==> config.mk <==
export PLATFORM = sky130hd
export DESIGN_NAME = ipg_top
export DESIGN_NICKNAME = d
export VERILOG_FILES = /design/src/ipg_pkg.sv /design/src/ipg_top.sv
export SDC_FILE = /design/constraint.sdc
export NUM_CORES = 1
export LEC_CHECK = 0
export ABC_AREA = 0
export BUFFER_PORTS_ARGS = -buffer_cell sky130_fd_sc_hd__buf_2
export CAP_MARGIN = 10
export CORE_ASPECT_RATIO = 0.75
export CORE_MARGIN = 1.5
export CORE_UTILIZATION = 40
export CTS_CLUSTER_DIAMETER = 60
export CTS_CLUSTER_SIZE = 16
export DETAILED_ROUTE_END_ITERATION = 10
export PLACE_DENSITY = 0.7
export SETUP_SLACK_MARGIN = 0.05
export SYNTH_ARGS = -nofsm -noshare
export SYNTH_HDL_FRONTEND = slang
export SYNTH_SLANG_ARGS = --single-unit
==> constraint.sdc <==
create_clock -name clk_i -period 4.7 [get_ports clk_i]
set_input_delay 0.235 -clock clk_i [delete_from_list [all_inputs] [get_ports clk_i]]
set_output_delay 0.235 -clock clk_i [all_outputs]
set_load 0.005 [all_outputs]
==> src/ipg_pkg.sv <==
// Package with register map, field layout and guard codes of the interrupt pin and write guard block
package ipg_pkg;
    localparam logic [6:0] ADDR_IRQ_PIN_CONFIG = 7'h7d;
    localparam logic [6:0] ADDR_WRITE_GUARD = 7'h7e;
    localparam int BIT_ACTIVE_LEVEL = 0;
    localparam int BIT_IDLE_FLOAT = 1;
    localparam int BIT_PIN_REPURPOSE = 2;
    localparam logic [7:0] CFG_WRITE_MASK = 8'h07;
    localparam logic [7:0] RST_IRQ_PIN_CONFIG = 8'h02;
    localparam logic [7:0] RST_WRITE_GUARD = 8'h85;
    localparam logic [7:0] GUARD_FULL_OPEN = 8'h85;
    localparam logic [7:0] GUARD_SINGLE_OPEN = 8'h86;
    localparam logic [7:0] GUARD_RELOCK = 8'h00;
endpackage

==> src/ipg_top.sv <==
// Interrupt pin configuration register and register write guard
`timescale 1ns/1ps
module ipg_top #(
    parameter int ADDR_W = 7
) (
    input wire logic clk_i,               // 25 MHz device clock
    input wire logic nrst_i,              // Asynchronous reset, active low
    input wire logic wr_en_i,             // Register write strobe, one cycle
    input wire logic rd_en_i,             // Register read strobe, one cycle
    input wire logic [ADDR_W-1:0] addr_i, // Register address
    input wire logic [7:0] wdata_i,       // Write data
    output logic [7:0] rdata_o,           // Read data, valid cycle after rd_en_i
    output logic ext_write_ok_o,          // Writes to other registers allowed now
    output logic ext_write_o,             // Pulse: accepted write to another register
    input wire logic irq_req_i,           // Combined interrupt request, active high
    output logic irq_pin_o,               // Interrupt pin output value
    output logic irq_pin_oe_o             // Interrupt pin output enable, high drives
);
    typedef enum logic [1:0] {
        IPG_GUARD_LOCKED,
        IPG_GUARD_FULL_OPEN,
        IPG_GUARD_SINGLE_OPEN
    } ipg_guard_mode_e;

    typedef struct packed {
        logic repurpose;
        logic idle_float;
        logic active_high;
    } ipg_pin_cfg_s;

    logic [7:0] cfg_q;
    logic [7:0] guard_q;
    logic [7:0] rdata_q;

    ipg_guard_mode_e guard_mode;
    ipg_pin_cfg_s pin_cfg;
    logic guard_hit;
    logic cfg_hit;
    logic other_hit;
    logic open_now;
    logic write_accept;
    logic relock_now;
    logic pin_active;

    // Compare at the port width so a narrower address bus still decodes the map
    function automatic logic addr_match(
        input logic [ADDR_W-1:0] addr,
        input logic [6:0] target
    );
        return addr == ADDR_W'(target);
    endfunction

    // Only two codes open the device; every other value protects it
    function automatic ipg_guard_mode_e decode_guard(
        input logic [7:0] code
    );
        ipg_guard_mode_e mode;
        mode = IPG_GUARD_LOCKED;
        case (code)
            ipg_pkg::GUARD_FULL_OPEN: begin
                mode = IPG_GUARD_FULL_OPEN;
            end
            ipg_pkg::GUARD_SINGLE_OPEN: begin
                mode = IPG_GUARD_SINGLE_OPEN;
            end
            default: begin
                mode = IPG_GUARD_LOCKED;
            end
        endcase
        return mode;
    endfunction

    // Both open modes pass the same writes; they differ only in what follows
    function automatic logic mode_open(
        input ipg_guard_mode_e mode
    );
        return mode != IPG_GUARD_LOCKED;
    endfunction

    // Bits 7 to 3 are not implemented, so they are dropped before storing
    function automatic logic [7:0] cfg_written(
        input logic [7:0] data
    );
        return data & ipg_pkg::CFG_WRITE_MASK;
    endfunction

    // Named fields keep the bit positions in one place
    function automatic ipg_pin_cfg_s unpack_cfg(
        input logic [7:0] cfg
    );
        ipg_pin_cfg_s fields;
        fields.repurpose = cfg[ipg_pkg::BIT_PIN_REPURPOSE];
        fields.idle_float = cfg[ipg_pkg::BIT_IDLE_FLOAT];
        fields.active_high = cfg[ipg_pkg::BIT_ACTIVE_LEVEL];
        return fields;
    endfunction

    // In repurpose mode the level bit is the pin value and counts as active
    function automatic logic pin_is_active(
        input ipg_pin_cfg_s cfg,
        input logic req
    );
        logic active;
        active = req;
        if (cfg.repurpose) begin
            active = 1'b1;
        end
        return active;
    endfunction

    function automatic logic pin_value(
        input ipg_pin_cfg_s cfg,
        input logic req
    );
        logic value;
        logic level;
        level = cfg.active_high;
        value = level;
        if (cfg.repurpose) begin
            value = level;
        end else if (req) begin
            value = level;
        end else begin
            value = ~level;
        end
        return value;
    endfunction

    // A floating idle pin lets several sources share one wire
    function automatic logic pin_enable(
        input ipg_pin_cfg_s cfg,
        input logic active
    );
        logic drive;
        drive = 1'b1;
        if (cfg.idle_float) begin
            drive = active;
        end
        return drive;
    endfunction

    // Unmapped addresses read as zero rather than a stale value
    function automatic logic [7:0] read_value(
        input logic [ADDR_W-1:0] addr,
        input logic [7:0] cfg,
        input logic [7:0] guard
    );
        logic [7:0] value;
        value = 8'h00;
        if (addr_match(addr, ipg_pkg::ADDR_IRQ_PIN_CONFIG)) begin
            value = cfg;
        end else if (addr_match(addr, ipg_pkg::ADDR_WRITE_GUARD)) begin
            value = guard;
        end
        return value;
    endfunction

    assign guard_hit = wr_en_i && addr_match(addr_i, ipg_pkg::ADDR_WRITE_GUARD);
    assign cfg_hit = wr_en_i && addr_match(addr_i, ipg_pkg::ADDR_IRQ_PIN_CONFIG);
    assign other_hit = wr_en_i && !guard_hit;

    assign guard_mode = decode_guard(guard_q);
    assign open_now = mode_open(guard_mode);
    assign write_accept = other_hit && open_now;
    // Any accepted write spends the single-open code, mapped here or not
    assign relock_now = write_accept && (guard_mode == IPG_GUARD_SINGLE_OPEN);
    assign ext_write_ok_o = open_now;
    assign ext_write_o = write_accept;

    // Blocked writes leave the pin configuration untouched
    always_ff @(posedge clk_i or negedge nrst_i) begin
        if (!nrst_i) begin
            cfg_q <= ipg_pkg::RST_IRQ_PIN_CONFIG;
        end else if (cfg_hit && open_now) begin
            cfg_q <= cfg_written(wdata_i);
        end
    end

    // Guard writes always land, so software can always unlock
    always_ff @(posedge clk_i or negedge nrst_i) begin
        if (!nrst_i) begin
            guard_q <= ipg_pkg::RST_WRITE_GUARD;
        end else if (guard_hit) begin
            // A guard write during single-open simply loads the new code
            guard_q <= wdata_i;
        end else if (relock_now) begin
            guard_q <= ipg_pkg::GUARD_RELOCK;
        end
    end

    // Read data holds until the next read strobe
    always_ff @(posedge clk_i or negedge nrst_i) begin
        if (!nrst_i) begin
            rdata_q <= 8'h00;
        end else if (rd_en_i) begin
            rdata_q <= read_value(addr_i, cfg_q, guard_q);
        end
    end
    assign rdata_o = rdata_q;

    // Pin follows the request at once; no flop sits between request and pin
    assign pin_cfg = unpack_cfg(cfg_q);
    always_comb begin
        pin_active = pin_is_active(pin_cfg, irq_req_i);
        irq_pin_o = pin_value(pin_cfg, irq_req_i);
        irq_pin_oe_o = pin_enable(pin_cfg, pin_active);
    end
endmodule

==> run_results.csv <==
group,metric,value,unit
grt,grt.busiest_layer,"met2",
logic_synthesis,synth_cells,70,
logic_synthesis,synth_nets,90,
final_layout,final_common_cell,"buf_2",
final_layout,num_antenna_cells,0,
cts,cts.clk_slew.worst_paths,0.10,ns
logic_synthesis,syn_area,843.3,µm²
power,power.switching,68.30,µW
final_layout,drive_gt1_share,41.51,%
logic_synthesis,ys_seq_area_share,56.97,%
final_layout,fill_cells,194,
drt,wl_per_cell,13.85,µm
sta,timing.hold.ws,0.1405,ns
grt,first_global_vias,660,
grt,use_met1,20.78,%
setup_path,crit_path_max_incr_delay,0.56,ns
sta,tightest_slew,0.5599,ns
sta,finalSetupTns,0,ns
min_path,hold_depth,3,
setup_path,crit_path_max_fanout,3,
job,max_cap_violations,0,
cts,root_buffer,"clkbuf_4",
grt,grtUsageMet2,27.29,%
drt,ant_nets,0,
setup_path,crit_required,4.47,ns
placed_design,portBuffers,31,
drt,vias,706,
drt,dr.pass1.iters,4,
grt,grt_max_degree,20,
setup_path,reg2reg_depth,4,
logic_synthesis,ys_warn_count,0,
sta,setup_viol,0,
cts,cts_tree,"built",
grt,antenna_found_initial,0,
final_layout,syn2layout_area_growth,26.26,%
setup_path,critPathCaptureType,"output pin",
cts,cts_buffer_depth,2,
setup_path,worstSetupStartpointType,"flop",
cts,cts_sinks,19,
power,power_leakage,0.5219,nW
sta,min_period,2.011,ns
setup_path,crit_slowest_cell,"or4_4",
logic_synthesis,ys_seq_elements,19,
floorplanning,start_util,42.23,%
power,switching_share,23.75,%
sta,rsz0062_at_grt,"no",
power,p_clk_share,28.0,%
cts,postCtsSetupBuffers,0,
power,p_per_area,270.1,nW/µm²
logic_synthesis,synthDistinctLibCells,24,
cts,clock_latency,0.29,ns
drt,drc,0,
setup_path,crit_arrival,1.78,ns
sta,slew_violations,0,
floorplanning,die_w,56.02,µm
grt,gr-usage-all-layers,16.58,%
sta,hold_viol,0,
drt,drtIter0Drc,12,
drt,drt_wl_total,1801,µm
setup_path,crit_chain,"or4_4 > nor3_1 > and3b_1 > buf_2",
power,combPwrFrac,10.6,%
placed_design,numPlacedInstances,125,
min_path,hp-class,"input port to flop",
setup_path,crit_type,"flop to output pin",
power,ir_drop,0.0001430,V
cts,post_cts_resized,0,
run_status,status,"complete, no violations",
floorplanning,dieHeight,42.77,µm
sta,max_freq,497.3,MHz
grt,grt.met3_usage,6.098,%
sta,post-route-period-util,42.79,%
logic_synthesis,post_synth.cell_area_avg,12.05,µm²
grt,overflow,0,
placed_design,globalplace.congestion,0.7650,
power,p_int,219.3,µW
power,seq_power_share,61.4,%
floorplanning,coreArea,1997,µm²
cts,htree_levels,1,
final_layout,num-nets-final,127,
final_layout,final_cell_mix,"buf_2 (31), dfrtp_1 (15), a22o_1 (10)",
drt,via_per_inst,5.431,
floorplanning,ios,32,
sta,clock_skew,0.003647,ns
grt,grt_first_pass_wirelength,3008,µm
placed_design,dp_hpwl,1421,µm
floorplanning,die_area,2396,µm²
cts,numCtsBuffers,3,
sta,slew-limit-headroom,62.53,%
final_layout,layout.cells.non_filler,130,
floorplanning,num_rows,14,
critical path: cells and delay by family, from the launching register on:
| family | cells | cell delay (ns) |
|---|---|---|
| AND/OR/NAND/NOR | 3 | 0.99 |
| flip-flops | 1 | 0.41 |
| buffers and inverters | 1 | 0.10 |
metrics by stage:
stage | util (%) | cell area (µm²) | total power [mW] | worst slack (ns)
2_1_floorplan | - | 843.3 | 0.1920 | 2.970
3_3_place_gp | 51.50 | 1028 | 0.2083 | 2.938
3_5_place_dp | 51.50 | 1028 | 0.2100 | 2.896
4_1_cts | 53.32 | 1065 | 0.2904 | 2.662
5_1_grt | 53.32 | 1065 | 0.3025 | 2.603
6_report | 53.32 | 1065 | 0.2876 | 2.689
synth_stat cells (all sizes together):
cell / instances / area, µm²
nor3: 3 / 20.02
a32oi: 3 / 26.28
nand4: 1 / 6.260
mux2: 4 / 45.04
inv: 4 / 15.01
and3b: 1 / 8.760
nand3: 1 / 5.000
or4: 1 / 11.26
nor4b: 1 / 15.01
dfstp: 4 / 105.1
nand4b: 2 / 17.52
xnor2: 1 / 8.760
o21ai: 8 / 43.79
nor2: 4 / 15.01
nand2: 4 / 15.01
xor2: 1 / 8.760
dfrtp: 15 / 375.4
a22o: 10 / 87.58
and3: 1 / 7.510
and2: 1 / 6.260
power by group through the flow:
stage          sequential (mW)  combinational (mW)  clock, mW
6_report                 0.177              0.0305     0.0804
5_1_grt                  0.177              0.0336     0.0915
4_1_cts                  0.177              0.0310     0.0827
3_5_place_dp             0.180              0.0302          0
3_3_place_gp             0.179              0.0289          0
2_1_floorplan            0.178              0.0144          0
routing by layer:
layer  part of all wire (%)  vias up
li1                       -      338
met1                     48      341
met2                     47       25
met3                    5.0        2
met4                   0.78        0
met5                      0        -
cell families after synthesis:
group                     Yosys count  synth area share, %
AOI/OAI and AO/OA                  21                18.69
xor gates and xnor gates            2                2.078
buffers and inverters               4                1.780
DFF                                19                56.97
muxes                               4                5.341
and+or+nand+nor                    20                15.13
repair_timing:
item / in CTS / in global routing
setup endpoints to repair: 0 / 0
hold endpoints to repair: 15 / 0
hold buffers: 1 / 0
registers in the layout (all words and copies together) (netlist names):
| register | cells |
|---|---|
| guard_q | 8 |
| cfg_q | 3 |
| rdata_o | 8 |
cell type report:
cell class / count / area, µm² / share of cell area (%)
clock buffer: 4 / 26.28 / 2.468
tap: 24 / 30.03 / 2.820
sequential: 19 / 480.5 / 45.12
timing repair buffer: 32 / 165.2 / 15.51
multi-input combinational: 47 / 347.8 / 32.67
inverter: 4 / 15.01 / 1.410
worst paths after layout:
path | start | slack, ns | endpoint
setup reg to reg | guard_q[6] | 2.88 | cfg_q[2]
min in group asynchronous | nrst_i | 0.39 | rdata_o[0]
max in group asynchronous | nrst_i | 3.97 | guard_q[7]
hold / removal | wdata_i[7] | 0.14 | guard_q[7]
setup / recovery | guard_q[6] | 2.69 | ext_write_o
hold reg to reg | rdata_o[3] | 0.51 | rdata_o[3]
(Power assumes the default switching activity.)
